### src/fuse_prog_pkg.sv
// Shared constants and state types for the fuse programmer
package fuse_prog_pkg;

  localparam int ADDR_W = 8;
  localparam int DATA_W = 4;
  localparam int WORD_W = ADDR_W + DATA_W;
  localparam int FIFO_DEPTH = 16;
  localparam int CNT_W = 12;

  // Tape codes, 7-bit ASCII after the parity channel is dropped
  localparam logic [6:0] CODE_START = 7'h53;
  localparam logic [6:0] CODE_BEGIN = 7'h42;
  localparam logic [6:0] CODE_HIGH = 7'h48;
  localparam logic [6:0] CODE_LOW = 7'h4c;
  localparam logic [6:0] CODE_FINISH = 7'h46;
  localparam logic [6:0] CODE_END = 7'h45;

  localparam logic [2:0] BITS_PER_WORD = 3'h4;
  localparam logic [8:0] WORD_LIMIT = 9'h100;

  // Attempt schedule: three levels, three pulses each
  localparam logic [3:0] MAX_ATTEMPTS = 4'h9;
  localparam logic [3:0] LEVEL0_LAST = 4'h3;
  localparam logic [3:0] LEVEL1_LAST = 4'h6;
  localparam logic [1:0] LEVEL_LOW = 2'h0;
  localparam logic [1:0] LEVEL_MID = 2'h1;
  localparam logic [1:0] LEVEL_HIGH = 2'h2;

  // Timing in ns at a 25 ns clock
  localparam int CLK_NS = 25;
  localparam int MARGIN_NS = 100;
  localparam int PULSE_NS = 95000;
  localparam int ACCESS_NS = 70;
  localparam int MARGIN_CYC = (MARGIN_NS + CLK_NS - 1) / CLK_NS;
  localparam int PULSE_CYC = (PULSE_NS + CLK_NS - 1) / CLK_NS;
  localparam int SETTLE_CYC = (MARGIN_NS + ACCESS_NS + CLK_NS - 1) / CLK_NS;
  localparam logic [CNT_W-1:0] MARGIN_LOAD = CNT_W'(MARGIN_CYC - 1);
  localparam logic [CNT_W-1:0] PULSE_LOAD = CNT_W'(PULSE_CYC - 1);
  localparam logic [CNT_W-1:0] SETTLE_LOAD = CNT_W'(SETTLE_CYC - 1);

  typedef enum logic [1:0] {dsWaitStart, dsBetween, dsInWord, dsEnd} decState_t;
  typedef enum logic [2:0] {
    psIdle, psSettle, psVerify, psSetup, psPulse, psHold, psHalt
  } progState_t;

endpackage

### src/fuse_fifo.sv
// Word FIFO between the tape decoder and the fuse sequencer
`timescale 1ns/1ps
module fuse_fifo #(
  parameter int WIDTH = 12,
  parameter int DEPTH = 16
) (
  input wire logic clk,
  input wire logic nrst,
  input wire logic inValid,
  output logic inReady,
  input wire logic [WIDTH-1:0] inData,
  output logic outValid,
  input wire logic outReady,
  output logic [WIDTH-1:0] outData
);
  localparam int PTR_W = $clog2(DEPTH);
  localparam int CNT_W = $clog2(DEPTH + 1);
  localparam logic [CNT_W-1:0] FULL_COUNT = CNT_W'(DEPTH);
  localparam logic [PTR_W-1:0] LAST_PTR = PTR_W'(DEPTH - 1);

  logic [WIDTH-1:0] memReg [DEPTH];
  logic [PTR_W-1:0] wrPtrReg;
  logic [PTR_W-1:0] rdPtrReg;
  logic [CNT_W-1:0] countReg;
  wire push = inValid && inReady;
  wire pop = outValid && outReady;

  assign inReady = countReg != FULL_COUNT;
  assign outValid = countReg != '0;
  assign outData = memReg[rdPtrReg];

  always_ff @(posedge clk) begin
    if (push) begin
      memReg[wrPtrReg] <= inData;
    end
  end

  always_ff @(posedge clk or negedge nrst) begin
    if (!nrst) begin
      wrPtrReg <= '0;
      rdPtrReg <= '0;
      countReg <= '0;
    end else begin
      if (push) begin
        wrPtrReg <= (wrPtrReg == LAST_PTR) ? '0 : wrPtrReg + 1'b1;
      end
      if (pop) begin
        rdPtrReg <= (rdPtrReg == LAST_PTR) ? '0 : rdPtrReg + 1'b1;
      end
      if (push && !pop) begin
        countReg <= countReg + 1'b1;
      end else if (pop && !push) begin
        countReg <= countReg - 1'b1;
      end
    end
  end
endmodule

### src/fuse_programmer.sv
// Tape-fed automatic programmer for a 256 x 4 fuse memory
// Function
// - Address first, then raise enable and output
// - Pulse only one output per attempt
// - Second enable is don't-care; hold it low
// - Verify with both enables low
// - Enable pulse brackets output pulse by 100 ns
// - Verify after every pulse, advance when programmed
// - Nine attempts, three levels of three
// - Decode S, B, H, L, F, E codes
// - Ignore all other characters, state unchanged
// - Tape comments avoid the six code letters
// - Words arrive in order from zero upward
// - Leader of 25 bell or rubout precedes start
// - Channel 1 is MSB, parity ignored
// - Data letters run from output 4 down to 1
// - H is high, L low; address positive logic
`timescale 1ns/1ps
module fuse_programmer
  import fuse_prog_pkg::*;
(
  input wire logic clk,
  input wire logic nrst,
  input wire logic [7:0] tapeChar,
  input wire logic tapeValid,
  output logic tapeReady,
  input wire logic stopOnFail,
  output logic [ADDR_W-1:0] promAddr,
  output logic progEnable,
  output logic enable2,
  output logic [1:0] levelSel,
  input wire logic [DATA_W-1:0] promDataIn,
  output logic [DATA_W-1:0] promDataOut,
  output logic [DATA_W-1:0] promDataOe,
  output logic tapeDone,
  output logic formatErr,
  output logic failFlag,
  output logic failPulse,
  output logic [ADDR_W-1:0] failAddr,
  output logic [1:0] failBit,
  output logic progDone
);

  function automatic logic [1:0] levelOf(input logic [3:0] attempt);
    if (attempt <= LEVEL0_LAST) begin
      return LEVEL_LOW;
    end else if (attempt <= LEVEL1_LAST) begin
      return LEVEL_MID;
    end
    return LEVEL_HIGH;
  endfunction

  // Tape decoder
  decState_t decStateReg;
  logic [DATA_W-1:0] bitsReg;
  logic [2:0] bitCntReg;
  logic [8:0] wordCntReg;
  logic fifoInReady;
  logic fifoOutValid;
  logic [WORD_W-1:0] fifoOutData;
  logic popReady;

  // Channel 8 is the LSB of tapeChar and never looked at
  wire [6:0] code = tapeChar[7:1];
  wire isStart = code == CODE_START;
  wire isBegin = code == CODE_BEGIN;
  wire isHigh = code == CODE_HIGH;
  wire isLow = code == CODE_LOW;
  wire isFinish = code == CODE_FINISH;
  wire isEnd = code == CODE_END;
  wire isKnown = isStart || isBegin || isHigh || isLow || isFinish || isEnd;
  wire inWord = decStateReg == dsInWord;
  // Stall only a finish code that has nowhere to go
  assign tapeReady = !(inWord && isFinish && !fifoInReady);
  wire take = tapeValid && tapeReady;
  wire wordOk = bitCntReg == BITS_PER_WORD && wordCntReg != WORD_LIMIT;
  wire pushValid = take && inWord && isFinish && wordOk;
  wire [WORD_W-1:0] pushData = {wordCntReg[ADDR_W-1:0], bitsReg};

  always_ff @(posedge clk or negedge nrst) begin
    if (!nrst) begin
      decStateReg <= dsWaitStart;
      bitsReg <= '0;
      bitCntReg <= '0;
      wordCntReg <= '0;
      formatErr <= 1'b0;
    end else if (take && isKnown) begin
      unique case (decStateReg)
        dsWaitStart: begin
          if (isStart) begin
            decStateReg <= dsBetween;
          end
        end
        dsBetween: begin
          if (isBegin) begin
            decStateReg <= dsInWord;
            bitCntReg <= '0;
          end else if (isEnd) begin
            decStateReg <= dsEnd;
          end else if (!isStart) begin
            formatErr <= 1'b1;
          end
        end
        dsInWord: begin
          if (isHigh || isLow) begin
            bitsReg <= {bitsReg[DATA_W-2:0], isHigh};
            if (bitCntReg != BITS_PER_WORD) begin
              bitCntReg <= bitCntReg + 1'b1;
            end else begin
              formatErr <= 1'b1;
            end
          end else if (isFinish) begin
            decStateReg <= dsBetween;
            if (wordOk) begin
              wordCntReg <= wordCntReg + 1'b1;
            end else begin
              formatErr <= 1'b1;
            end
          end else if (isBegin) begin
            bitCntReg <= '0;
            formatErr <= 1'b1;
          end else if (isEnd) begin
            decStateReg <= dsEnd;
            formatErr <= 1'b1;
          end
        end
        dsEnd: begin
        end
      endcase
    end
  end
  assign tapeDone = decStateReg == dsEnd;

  fuse_fifo #(.WIDTH(WORD_W), .DEPTH(FIFO_DEPTH)) wordFifo (
    .clk(clk),
    .nrst(nrst),
    .inValid(pushValid),
    .inReady(fifoInReady),
    .inData(pushData),
    .outValid(fifoOutValid),
    .outReady(popReady),
    .outData(fifoOutData)
  );

  // Fuse sequencer
  progState_t pStateReg;
  progState_t pStateNext;
  logic [CNT_W-1:0] timerReg;
  logic [CNT_W-1:0] timerNext;
  logic [3:0] attemptReg;
  logic [3:0] attemptNext;
  logic [1:0] bitIdxReg;
  logic [1:0] bitIdxNext;
  logic [DATA_W-1:0] wantReg;
  logic failNext;

  assign popReady = pStateReg == psIdle;
  wire timerDone = timerReg == '0;
  // Low reading means the fuse is open
  wire readLow = !promDataIn[bitIdxReg];
  wire wantLow = !wantReg[bitIdxReg];
  wire bitGood = readLow == wantLow;
  wire outOfTries = attemptReg == MAX_ATTEMPTS;
  wire lastBit = bitIdxReg == 2'h0;
  wire driveEnable = pStateNext == psSetup || pStateNext == psPulse || pStateNext == psHold;
  wire [DATA_W-1:0] oneBit = DATA_W'(1) << bitIdxNext;

  always_comb begin
    pStateNext = pStateReg;
    timerNext = timerDone ? '0 : timerReg - 1'b1;
    attemptNext = attemptReg;
    bitIdxNext = bitIdxReg;
    failNext = 1'b0;
    unique case (pStateReg)
      psIdle: begin
        if (fifoOutValid) begin
          // Check first so already-open fuses are never pulsed
          pStateNext = psSettle;
          timerNext = SETTLE_LOAD;
          attemptNext = '0;
          bitIdxNext = 2'h3;
        end
      end
      psSettle: begin
        if (timerDone) begin
          pStateNext = psVerify;
        end
      end
      psVerify: begin
        if (bitGood) begin
          pStateNext = lastBit ? psIdle : psSettle;
        end else if (!wantLow || outOfTries) begin
          failNext = 1'b1;
          pStateNext = stopOnFail ? psHalt : (lastBit ? psIdle : psSettle);
        end else begin
          pStateNext = psSetup;
          attemptNext = attemptReg + 1'b1;
        end
        if (pStateNext == psSettle) begin
          bitIdxNext = bitIdxReg - 1'b1;
          attemptNext = '0;
        end
        timerNext = (pStateNext == psSetup) ? MARGIN_LOAD : SETTLE_LOAD;
      end
      psSetup: begin
        if (timerDone) begin
          pStateNext = psPulse;
          timerNext = PULSE_LOAD;
        end
      end
      psPulse: begin
        if (timerDone) begin
          pStateNext = psHold;
          timerNext = MARGIN_LOAD;
        end
      end
      psHold: begin
        if (timerDone) begin
          pStateNext = psSettle;
          timerNext = SETTLE_LOAD;
        end
      end
      psHalt: begin
      end
    endcase
  end

  always_ff @(posedge clk or negedge nrst) begin
    if (!nrst) begin
      pStateReg <= psIdle;
      timerReg <= '0;
      attemptReg <= '0;
      bitIdxReg <= '0;
    end else begin
      pStateReg <= pStateNext;
      timerReg <= timerNext;
      attemptReg <= attemptNext;
      bitIdxReg <= bitIdxNext;
    end
  end

  // Pin drivers, registered from the next state; promAddr is loaded from the FIFO word on the pop
  always_ff @(posedge clk or negedge nrst) begin
    if (!nrst) begin
      promAddr <= '0;
      wantReg <= '1;
      progEnable <= 1'b0;
      levelSel <= LEVEL_LOW;
      promDataOut <= '0;
      promDataOe <= '0;
    end else begin
      if (popReady && fifoOutValid) begin
        promAddr <= fifoOutData[WORD_W-1:DATA_W];
        wantReg <= fifoOutData[DATA_W-1:0];
      end
      progEnable <= driveEnable;
      levelSel <= levelOf(attemptNext);
      promDataOe <= (pStateNext == psPulse) ? oneBit : '0;
      promDataOut <= (pStateNext == psPulse) ? oneBit : '0;
    end
  end
  assign enable2 = 1'b0;

  always_ff @(posedge clk or negedge nrst) begin
    if (!nrst) begin
      failFlag <= 1'b0;
      failPulse <= 1'b0;
      failAddr <= '0;
      failBit <= '0;
      progDone <= 1'b0;
    end else begin
      failPulse <= failNext;
      if (failNext) begin
        failFlag <= 1'b1;
        failAddr <= promAddr;
        failBit <= bitIdxReg;
      end
      progDone <= tapeDone && !fifoOutValid && pStateNext == psIdle && pStateReg == psIdle;
    end
  end

  wire anyOe = |promDataOe;
endmodule

### config.mk
export PLATFORM = sky130hd
export DESIGN_NAME = fuse_programmer
export DESIGN_NICKNAME = d
export VERILOG_FILES = /design/src/fuse_prog_pkg.sv /design/src/fuse_fifo.sv /design/src/fuse_programmer.sv
export SDC_FILE = /design/constraint.sdc
export NUM_CORES = 1
export LEC_CHECK = 0
export BUFFER_PORTS_ARGS = -buffer_cell sky130_fd_sc_hd__buf_2
export CAP_MARGIN = 10
export CORE_AREA = 4 4 160 162
export CTS_BUF_LIST = sky130_fd_sc_hd__clkbuf_8
export CTS_CLUSTER_SIZE = 8
export DETAILED_ROUTE_END_ITERATION = 8
export DIE_AREA = 0 0 164 166
export PLACE_DENSITY = 0.68
export SETUP_SLACK_MARGIN = 0.2
export SYNTH_ARGS = -nofsm -noshare
export SYNTH_HDL_FRONTEND = slang
export SYNTH_SLANG_ARGS = --single-unit
### constraint.sdc
create_clock -name clk -period 8.5 [get_ports clk]
set_clock_uncertainty 0.2 [all_clocks]
set_input_delay 1.7 -clock clk [delete_from_list [all_inputs] [get_ports clk]]
set_output_delay 1.7 -clock clk [all_outputs]
set_load 0.03 [all_outputs]
==> impl_metrics.tcl, run 1 <==
set metrics [dict create \
    synth.top_cells.by_count "edfxtp_1 (192), dfrtp_1 (81), mux4_2 (61), nand2_1 (35), nor2_1 (32)" \
    worst-setup-path-type "in -> out" \
    placement.cell_area_sq_mm 0.0125 \
    nFillCells 1891 \
    place_ws_ns 3.59 \
    cp.arrival_ns 3.00 \
    start_util 0.498 \
    antenna_cells 0 \
    crit_top_cell "buf_2" \
    die_height_um 166 \
    grt_max_degree 86 \
    fin_tns_setup_ns 0 \
    finalSetupViolCount 0 \
    post-cts-setup-buffer-count 0 \
    instances_no_fill 1160 \
    max_clock_freq_ghz 0.204 \
    min-delay-start "failFlag" \
    result_of_the_run "finished, final reports clean" \
    post-synth-top-area-fraction 0.480 \
    fp.dieArea_sq_mm 0.0272 \
    setup_ws_ns 3.60 \
    start_of_the_worst_register_to_register_path "wordFifo.countReg[0]" \
    cts_resized 0 \
    rows 57 \
    worst_path_largest_cell_delay_ns 0.39 \
    count_of_vias_placed_by_the_detailed_router 6770 \
    grt_antenna_before_repair 0 \
    grt_overflow_total 0 \
    worst_slew_pin_tran_ns 1.08 \
    final_max_slew_viol_count 0 \
    ys.warnings.count 0 \
    number_of_synthesized_flops_with_an_enable_pin 192 \
    place.gp.congestion 0.879 \
    crit_path_cell_trace "buf_2 > nor3b_2 > nand4_1 > or2_2 > buf_2" \
    synth_top_flop_cell "edfxtp_1" \
    timing.max_slew.rel_slack 0.280 \
    synth_area_leaders "edfxtp_1 (48%), dfrtp_1 (17%), mux4_2 (11%)" \
    cts_buffers 43 \
    slowest_stage "or2_2" \
    async_reset_ff_frac 0.307 \
    finalHoldViolCount 0 \
    grt_use_total 0.174 \
    cts.reportedPaths.clkPinSlew_ns 0.06 \
    grt_setup_unrepaired "false" \
    synth_cell_types 73 \
    totalWireLength_um 23200 \
    setup.worst_path.start_class "input pin" \
    postRouteAntennaNets 0 \
    finalCriticalPeriod_ns 4.90 \
    ratio_of_cells_with_drive_above_1_in_the_final_layout 0.264 \
    drt_iter0_markers 784 \
    count_of_clock_tree_sinks 277 \
    num-nets-final 840 \
    area_of_the_core_sq_mm 0.0241 \
    synth.avg_cell_area_sq_um 16.3 \
    residual_drc 0 \
    ys_seq_elements 277 \
    avgViaCountPerCell 5.84 \
    clockRootBuffer "clkbuf_8" \
    timing.critical_path.fanout_max 6 \
    postSynthNetCount 773 \
    first_global_vias 6790 \
    detail_route.first_pass.iterations 5 \
    buffers_on_ports 49 \
    maxCapViolCount 0 \
    ctsHoldBuffers 0 \
    yosysTopAreaCell "edfxtp_1" \
    cts-htree-levels 2 \
    max-vdd-ir-drop_uv 255 \
    min_path_type "reg -> reg" \
    placed_cells 1081 \
    hpwlAfterDp_um 14500 \
    wire_per_inst_um 20.0 \
    power_per_cell_area_mw_per_mm2 271 \
    period_share 0.576 \
    sort_of_element_at_the_end_of_the_critical_path "output port" \
    required_time_of_the_worst_setup_path_ns 6.60 \
    num_io_pins 52 \
    first_pass_grt_wire_length_um 37200 \
    synthMostInstantiatedCell "edfxtp_1" \
    total_leakage_power_nw 5.13 \
    critical_path_origin "tapeChar[6]" \
    die_span_x_um 164 \
    cts_tree "yes" \
    syn_to_final_growth_pct 10.9 \
    ys_seq_area_frac 0.658 \
    post-route-cell-area_sq_mm 0.0133 \
    worst_skew_pair.late_latency_ns 0.56 \
    synthesis.area_sq_mm 0.0120 \
    clockBufferDepth 3 \
    postSynthCellCount 735 \
]
==> per-stage QoR <==
step	hold WS (ns)	power, mW	util
detailed placement	0.261	2.66	0.520
finish	0.269	3.61	0.552
global placement	0.246	2.62	0.520
floorplan	0.241	2.44	-
CTS	0.273	3.65	0.552
global route	0.291	3.82	0.552
==> cell usage in the layout (no fill, tap or decap), types with 3 or more instances in the layout <==
cell type / synthesis / final
a211oi_1: 3 / 3
a21o_1: 7 / 7
a21oi_1: 19 / 19
a22o_1: 3 / 3
and2_1: 18 / 18
and3_1: 4 / 4
and3b_1: 3 / 3
buf_2: 7 / 48
buf_4: 7 / 5
clkbuf_8: 0 / 45
clkinv_2: 0 / 3
dfrtp_1: 81 / 79
dfstp_2: 4 / 4
edfxtp_1: 192 / 192
ha_1: 21 / 21
inv_1: 23 / 50
mux2_2: 26 / 26
mux4_2: 61 / 61
nand2_1: 35 / 35
nand3_1: 14 / 14
nand3b_1: 6 / 6
nand4_1: 7 / 7
nor2_1: 32 / 32
nor3_1: 15 / 15
nor3b_1: 5 / 5
nor4_1: 4 / 4
nor4_2: 3 / 3
o21ai_0: 25 / 25
o221ai_1: 3 / 3
o31ai_1: 3 / 3
or3b_2: 4 / 4
xnor2_1: 18 / 18
xor2_1: 9 / 9
==> sequential cells by signal (all words and copies together) (netlist names), 2 cells and up <==
signal / flops
timerReg: 12
wordFifo.wrPtrReg: 4
attemptReg: 4
wantReg: 4
promDataOe: 4
bitsReg: 4
decStateReg: 2
failAddr: 8
wordCntReg: 9
bitCntReg: 3
bitIdxReg: 2
wordFifo.rdPtrReg: 4
wordFifo.countReg: 5
levelSel: 2
promAddr: 8
pStateReg: 3
wordFifo.memReg: 192
failBit: 2
==> layer usage <==
metal	track usage	share of wire	up-vias	wire length (um)
met5	0	0	-	0
met4	0.0543	0.022	0	506
met3	0.0345	0.059	51	1380
met2	0.274	0.48	239	11100
met1	0.249	0.44	3468	10200
li1	-	-	3012	-
==> layout make-up <==
cell class	count	area, sq um	area share
Sequential cell	277	7900	0.594
Multi-Input combinational cell	402	3860	0.290
Clock buffer	45	619	0.0465
Tap cell	324	405	0.0305
Timing Repair Buffer	53	278	0.0209
Clock inverter	34	153	0.0115
Inverter	25	93.8	0.00705
==> final timing paths <==
path | endpoint | slack (ns) | depth (start not counted)
max in group asynchronous | wordFifo.rdPtrReg[1] | 6.20 | 1
worst max-delay path | tapeReady | 3.60 | 5
worst min-delay path | failFlag | 0.27 | 1
worst max register to register | wordFifo.countReg[4] | 4.81 | 13
worst min register to register | failFlag | 0.27 | 1
min in group asynchronous | bitIdxReg[1] | 1.16 | 1
==> logic make-up after synthesis <==
group | share of synthesized area
fa+ha+maj | 0.0236
mux | 0.141
compound gates | 0.0567
flops | 0.658
other cells | 0.000312
simple gates | 0.0808
xor+xnor | 0.0197
buf+inv | 0.0204
==> worst max-delay path: cells and delay by family <==
kind	cells	cell delay [ns]
and+or+nand+nor	3	1.00
buffers and inverters	2	0.30
==> power breakdown <==
group | switching [mW] | total [mW] | internal, mW
combinational | 0.526 | 0.910 | 0.383
sequential | 0.165 | 1.72 | 1.55
clock | 0.491 | 0.984 | 0.494
(Power assumes the default switching activity.)
==> run 2, diff against run 1 <==
--- a/config.mk
+++ b/config.mk
@@ -12,7 +12,7 @@
 export CTS_CLUSTER_SIZE = 8
 export DETAILED_ROUTE_END_ITERATION = 8
 export DIE_AREA = 0 0 164 166
-export PLACE_DENSITY = 0.68
+export PLACE_DENSITY = 0.71
 export SETUP_SLACK_MARGIN = 0.2
 export SYNTH_ARGS = -nofsm -noshare
 export SYNTH_HDL_FRONTEND = slang
==> constraint.sdc (replaced) <==
create_clock -name clk -period 4.1 [get_ports clk]
set_clock_uncertainty 0.2 [all_clocks]
set_input_delay 0.82 -clock clk [delete_from_list [all_inputs] [get_ports clk]]
set_output_delay 0.82 -clock clk [all_outputs]
set_load 0.03 [all_outputs]
==> run 2 against run 1 <==
Compared with the run above:
- utilization increased by 0.86 points
- die area unchanged
- hold slack got worse by 0.0083 ns
- sequential power increased by 110%
- setup slack got worse by 3.0 ns
- cell count increased by 1.6%
- non-clock buffer count increased by 22
- register-to-register slack got worse by 4.2 ns
- sequential share of layout area decreased by 0.91 points
- combinational power increased by 110%
- first-iteration DRC count decreased by 12%
- power increased by 110%
- largest cell class unchanged
- largest power group unchanged
- highest routed layer unchanged
==> impl_metrics.tcl, run 2 (synthesis gave the netlist of run 1 again) <==
set metrics [dict create \
    ratio_of_cells_with_drive_above_1_in_the_final_layout 0.286 \
    grt_antenna_before_repair 0 \
    fp.dieArea_sq_mm 0.0272 \
    finalSetupViolCount 0 \
    required_time_of_the_worst_setup_path_ns 4.33 \
    placed_cells 1103 \
    place.gp.congestion 0.866 \
    cts-htree-levels 2 \
    cts.reportedPaths.clkPinSlew_ns 0.06 \
    total_power_mw 7.63 \
    die_span_x_um 164 \
    die_height_um 166 \
    hpwlAfterDp_um 15300 \
    total_leakage_power_nw 5.25 \
    syn_to_final_growth_pct 12.6 \
    antenna_cells 0 \
    grt_use_total 0.177 \
    worst_skew_pair.late_latency_ns 0.54 \
    num_io_pins 52 \
    layout.cells.most_common "edfxtp_1" \
    biggestRegsByFlops "wordFifo.memReg: 192 flops, timerReg: 12 flops, wordCntReg: 9 flops" \
    largest_reg_flops 192 \
    drt_iter0_markers 693 \
    count_of_clock_tree_sinks 277 \
    avgViaCountPerCell 5.80 \
    worst_slew_pin_tran_ns 1.08 \
    result_of_the_run "finished, final reports clean" \
    grt_setup_unrepaired "false" \
    clockRootBuffer "clkbuf_8" \
    cts_tree "yes" \
    maxCapViolCount 0 \
    max-vdd-ir-drop_uv 311 \
    area_of_the_core_sq_mm 0.0241 \
    cts_buffers 43 \
    critical_path_origin "wordFifo.countReg[0]" \
    power_per_cell_area_mw_per_mm2 565 \
    post-cts-setup-buffer-count 0 \
    largest_register_by_flop_count "wordFifo.memReg" \
    finalHoldWorstSlack_ns 0.261 \
    timing.critical_path.fanout_max 7 \
    cts_resized 0 \
    ctsHoldBuffers 0 \
    first_global_vias 7163 \
    max_clock_freq_ghz 0.288 \
    instances_no_fill 1178 \
    grt_overflow_total 0 \
    min_path_type "in -> async" \
    start_util 0.498 \
    most-common-layout-cells "edfxtp_1 (192), dfrtp_1 (79), mux4_2 (61), buf_2 (48), clkbuf_8 (47)" \
    sort_of_element_at_the_end_of_the_critical_path "flop" \
    critical_path.reg2reg.endpoint "wordFifo.countReg[4]" \
    final_max_slew_viol_count 0 \
    residual_drc 0 \
    detail_route.first_pass.iterations 7 \
    finalHoldViolCount 0 \
    postRouteAntennaNets 0 \
    placement.cell_area_sq_mm 0.0127 \
    start_of_the_worst_register_to_register_path "wordFifo.countReg[0]" \
    first_pass_grt_wire_length_um 38200 \
    timing.max_slew.rel_slack 0.281 \
    count_of_vias_placed_by_the_detailed_router 6833 \
    num-nets-final 862 \
    clockBufferDepth 3 \
    wire_per_inst_um 20.1 \
    period_share 0.848 \
    worst-setup-path-type "reg -> reg" \
    post-route-cell-area_sq_mm 0.0135 \
    totalWireLength_um 23700 \
    cp.arrival_ns 3.70 \
    buffers_on_ports 49 \
    rows 57 \
    setup.worst_path.start_class "flop" \
    fin_tns_setup_ns 0 \
    cp_endpoint "wordFifo.countReg[4]" \
    worst-r2r-cell-count 12 \
    grt_max_degree 86 \
    finalCriticalPeriod_ns 3.48 \
    ff2ff_setup_slack_ns 0.62 \
]
run 2: cell type report:
type	instances	area, sq um
clock buffer	47	647
clock inverter	28	143
fill	1891	10600
inverter	25	93.8
multi-input combinational	402	3860
sequential	277	7900
tap	324	405
timing repair buffer	75	468
run 2: critical path: stages (launching register included):
cell and delay [ns]:
dfrtp_1 0.45, or4_4 0.60, o31ai_4 0.39, nor2_1 0.10, inv_1 0.18, ha_1 0.23
inv_1 0.12, fa_1 0.42, a21o_1 0.17, a21oi_1 0.17, xnor2_1 0.13, nor2_1 0.07
xnor2_1 0.13
run 2: worst min path at each step:
stage                             start       endpoint  slack [ns]  cells past startpoint
after global placement         failFlag       failFlag        0.25                      1
after floorplan           wordCntReg[8]  wordCntReg[8]        0.24                      1
after global routing      wordCntReg[8]  wordCntReg[8]        0.30                      1
after detailed placement       failFlag       failFlag        0.26                      1
final                              nrst    levelSel[0]        0.26                      1
after CTS                      failFlag       failFlag        0.27                      1
run 2: layer usage:
layer / vias up / track usage / wire length [um]
met3: 41 / 0.0338 / 1340
met4: 0 / 0.0489 / 344
met5: - / 0 / 0
li1: 3045 / - / -
met2: 251 / 0.301 / 12300
met1: 3496 / 0.235 / 9790
run 2: report_power, final:
group | internal [mW] | total (mW) | switching, mW
Sequential | 3.22 | 3.59 | 0.370
Clock | 1.11 | 2.12 | 1.01
Combinational | 0.833 | 1.92 | 1.09
Total | 5.17 | 7.63 | 2.46
run 2: metrics by stage:
stage / util / setup slack, ns
final: 0.561 / 0.624
after global placement: 0.528 / 0.531
after floorplan: - / 0.532
after detailed placement: 0.528 / 0.434
after CTS: 0.561 / 0.625
after global routing: 0.561 / 0.407
==> run 3, diff against run 2 <==
--- a/config.mk
+++ b/config.mk
@@ -5,13 +5,14 @@
 export SDC_FILE = /design/constraint.sdc
 export NUM_CORES = 1
 export LEC_CHECK = 0
+export ABC_AREA = 1
 export BUFFER_PORTS_ARGS = -buffer_cell sky130_fd_sc_hd__buf_2
 export CAP_MARGIN = 10
-export CORE_AREA = 4 4 160 162
+export CORE_AREA = 4 4 162 164
 export CTS_BUF_LIST = sky130_fd_sc_hd__clkbuf_8
 export CTS_CLUSTER_SIZE = 8
 export DETAILED_ROUTE_END_ITERATION = 8
-export DIE_AREA = 0 0 164 166
+export DIE_AREA = 0 0 166 168
 export PLACE_DENSITY = 0.71
 export SETUP_SLACK_MARGIN = 0.2
 export SYNTH_ARGS = -nofsm -noshare
==> constraint.sdc (replaced) <==
create_clock -name clk -period 3.1 [get_ports clk]
set_clock_uncertainty 0.2 [all_clocks]
set_input_delay 0.62 -clock clk [delete_from_list [all_inputs] [get_ports clk]]
set_output_delay 0.62 -clock clk [all_outputs]
set_load 0.03 [all_outputs]
==> run 3 against run 2 <==
Compared with the run above:
- cell area increased by 3.1%
- synthesized area increased by 2.0%
- die area increased by 2.4%
- global-route usage increased by 1.2 points
- largest power group unchanged
==> impl_metrics.tcl, run 3 <==
set metrics [dict create \
    first_global_vias 8476 \
    largest_reg_flops 192 \
    p_sw_frac 0.211 \
    finalHoldViolCount 0 \
    synth.avg_cell_area_sq_um 10.6 \
    critical_path_origin "decStateReg[0]" \
    nFillCells 2054 \
    biggestRegsByFlops "wordFifo.memReg: 192 flops, timerReg: 12 flops, wordCntReg: 9 flops" \
    worst-r2r-cell-count 18 \
    period_share 0.879 \
    count_of_clock_tree_sinks 277 \
    grt_overflow_total 0 \
    num-nets-final 1285 \
    worst-setup-path-type "reg -> out" \
    max-vdd-ir-drop_uv 259 \
    power.switching_mw 1.46 \
    cp.arrival_ns 1.91 \
    instances_no_fill 1614 \
    post-synth-top-area-fraction 0.471 \
    cts-htree-levels 2 \
    cts.reportedPaths.clkPinSlew_ns 0.06 \
    number_of_synthesized_flops_with_an_enable_pin 192 \
    synthesis.area_sq_mm 0.0122 \
    fin_tns_setup_ns 0 \
    p_int_mw 5.48 \
    final_max_slew_viol_count 0 \
    result_of_the_run "finished, final reports clean" \
    maxCapViolCount 0 \
    postRouteAntennaNets 0 \
    yosysTopAreaCell "edfxtp_1" \
    num_io_pins 52 \
    antenna_cells 0 \
    most-common-layout-cells "edfxtp_1 (192), nor2_1 (177), nand2_1 (173), o21ai_0 (141), inv_1 (108)" \
    synth_cell_types 45 \
    synthMostInstantiatedCell "edfxtp_1" \
    avgViaCountPerCell 5.35 \
    grt_use_total 0.189 \
    count_of_vias_placed_by_the_detailed_router 8628 \
    setup.worst_path.start_class "flop" \
    synth_top_flop_cell "edfxtp_1" \
    die_span_x_um 166 \
    timing.critical_path.fanout_max 5 \
    syn_to_final_growth_pct 13.9 \
    wire_per_inst_um 16.4 \
    grt_max_degree 99 \
    ys.warnings.count 0 \
    ff2ff_setup_slack_ns 0.44 \
    synth.top_cells.by_count "edfxtp_1 (192), nor2_1 (178), nand2_1 (173), o21ai_0 (141), inv_1 (87)" \
    buffers_on_ports 49 \
    cts_tree "yes" \
    timing.max_slew.rel_slack 0.546 \
    max_clock_freq_ghz 0.367 \
    detail_route.first_pass.iterations 5 \
    cp_endpoint "tapeReady" \
    layout.cells.most_common "edfxtp_1" \
    min_path_type "in -> reg" \
    sort_of_element_at_the_end_of_the_critical_path "output port" \
    place.gp.congestion 0.856 \
    start_of_the_worst_register_to_register_path "wordFifo.countReg[0]" \
    hpwlAfterDp_um 16600 \
    synth_area_leaders "edfxtp_1 (47%), dfrtp_1 (17%), o21ai_0 (5.8%)" \
    ratio_of_cells_with_drive_above_1_in_the_final_layout 0.150 \
    cts_buffers 45 \
    power_per_cell_area_mw_per_mm2 498 \
    async_reset_ff_frac 0.307 \
    power.share.clock 0.425 \
    clockRootBuffer "clkbuf_8" \
    clockBufferDepth 3 \
    ys_seq_area_frac 0.645 \
    grt_setup_unrepaired "false" \
    die_height_um 168 \
    first_pass_grt_wire_length_um 43200 \
    postSynthNetCount 1196 \
    worst_skew_pair.late_latency_ns 0.56 \
    power_share_of_the_combinational_group 0.009 \
    ys_seq_elements 277 \
    min-delay-start "tapeChar[3]" \
    largest_register_by_flop_count "wordFifo.memReg" \
    drt_iter0_markers 790 \
    postSynthCellCount 1158 \
    rows 58 \
    finalSetupViolCount 0 \
    worst_slew_pin_tran_ns 0.679 \
    totalWireLength_um 26500 \
    fp.dieArea_sq_mm 0.0279 \
    finalCriticalPeriod_ns 2.73 \
    required_time_of_the_worst_setup_path_ns 2.28 \
    p_seq_frac 0.565 \
    residual_drc 0 \
    total_leakage_power_nw 5.82 \
    area_of_the_core_sq_mm 0.0249 \
    critical_path.reg2reg.endpoint "wordFifo.countReg[4]" \
    start_util 0.492 \
    grt_antenna_before_repair 0 \
    placed_cells 1529 \
]
## run 3: power groups by stage
stage	clock, mW	combinational [mW]	sequential (mW)
floorplan	0	0.0234	4.00
global placement	0	0.0633	4.00
detailed placement	0	0.0652	4.00
CTS	3.01	0.0665	3.92
global route	3.19	0.0752	3.92
finish	2.95	0.0645	3.92
## run 3: kinds of logic (layout without fill, tap and decap cells)
logic type / after synthesis / count (layout) / share of synthesized area
XOR/XNOR: 23 / 23 / 0.0165
other: 1 / 1 / 0.000306
AND/OR/NAND/NOR: 437 / 437 / 0.150
flip-flops: 277 / 277 / 0.645
buffers and inverters: 146 / 272 / 0.0476
AO/OA/AOI/OAI: 252 / 252 / 0.117
adder cells (fa/ha/maj): 22 / 22 / 0.0231
## run 3: worst min path at each step
stage               slack, ns  cells after the start            end
global route             0.11                      2     bitsReg[0]
detailed placement       0.25                      1      formatErr
finish                   0.10                      2     bitsReg[0]
global placement         0.24                      1      formatErr
floorplan                0.12                      0  attemptReg[0]
CTS                      0.08                      2     bitsReg[0]
## run 3: metal layers
layer	global-route usage	up-vias	share of wire
met2	0.316	272	0.48
met3	0.0315	61	0.062
met4	0.0664	0	0.025
met1	0.252	4125	0.43
met5	0	-	0
li1	-	4170	-
## run 3: layout make-up
cell class	instances	area (sq um)	area share
Tap cell	330	413	0.0296
Clock inverter	32	140	0.0101
Inverter	97	364	0.0261
Clock buffer	52	716	0.0513
Timing Repair Buffer	91	628	0.0451
Multi-Input combinational cell	735	3780	0.271
Sequential cell	277	7900	0.567
## run 3: critical path, cell delays in order (launching register included)
cell     delay [ns]
dfrtp_1        0.41
inv_1          0.15
ha_4           0.18
inv_1          0.09
nor2_2         0.13
buf_4          0.12
nand2_1        0.08
buf_2          0.20
## run 3: through the flow
| step | total power, mW | hold WS [ns] | util | worst slack [ns] | instance area (sq um) |
|---|---|---|---|---|---|
| after floorplan | 4.02 | 0.124 | - | 0.236 | 12200 |
| after global placement | 4.06 | 0.240 | 0.524 | 0.0635 | 13100 |
| after detailed placement | 4.06 | 0.249 | 0.524 | 0.0238 | 13100 |
| after CTS | 7.00 | 0.0768 | 0.559 | 0.264 | 13900 |
| after global routing | 7.18 | 0.111 | 0.560 | 0.221 | 13900 |
| final | 6.94 | 0.104 | 0.560 | 0.374 | 13900 |
## run 3: timing repair
action / CTS / global route
gates resized for setup: 0 / 6
endpoints found under the setup margin: 0 / 3
setup buffers: 0 / 0
hold endpoints to repair: 34 / 0
hold buffers: 1 / 0
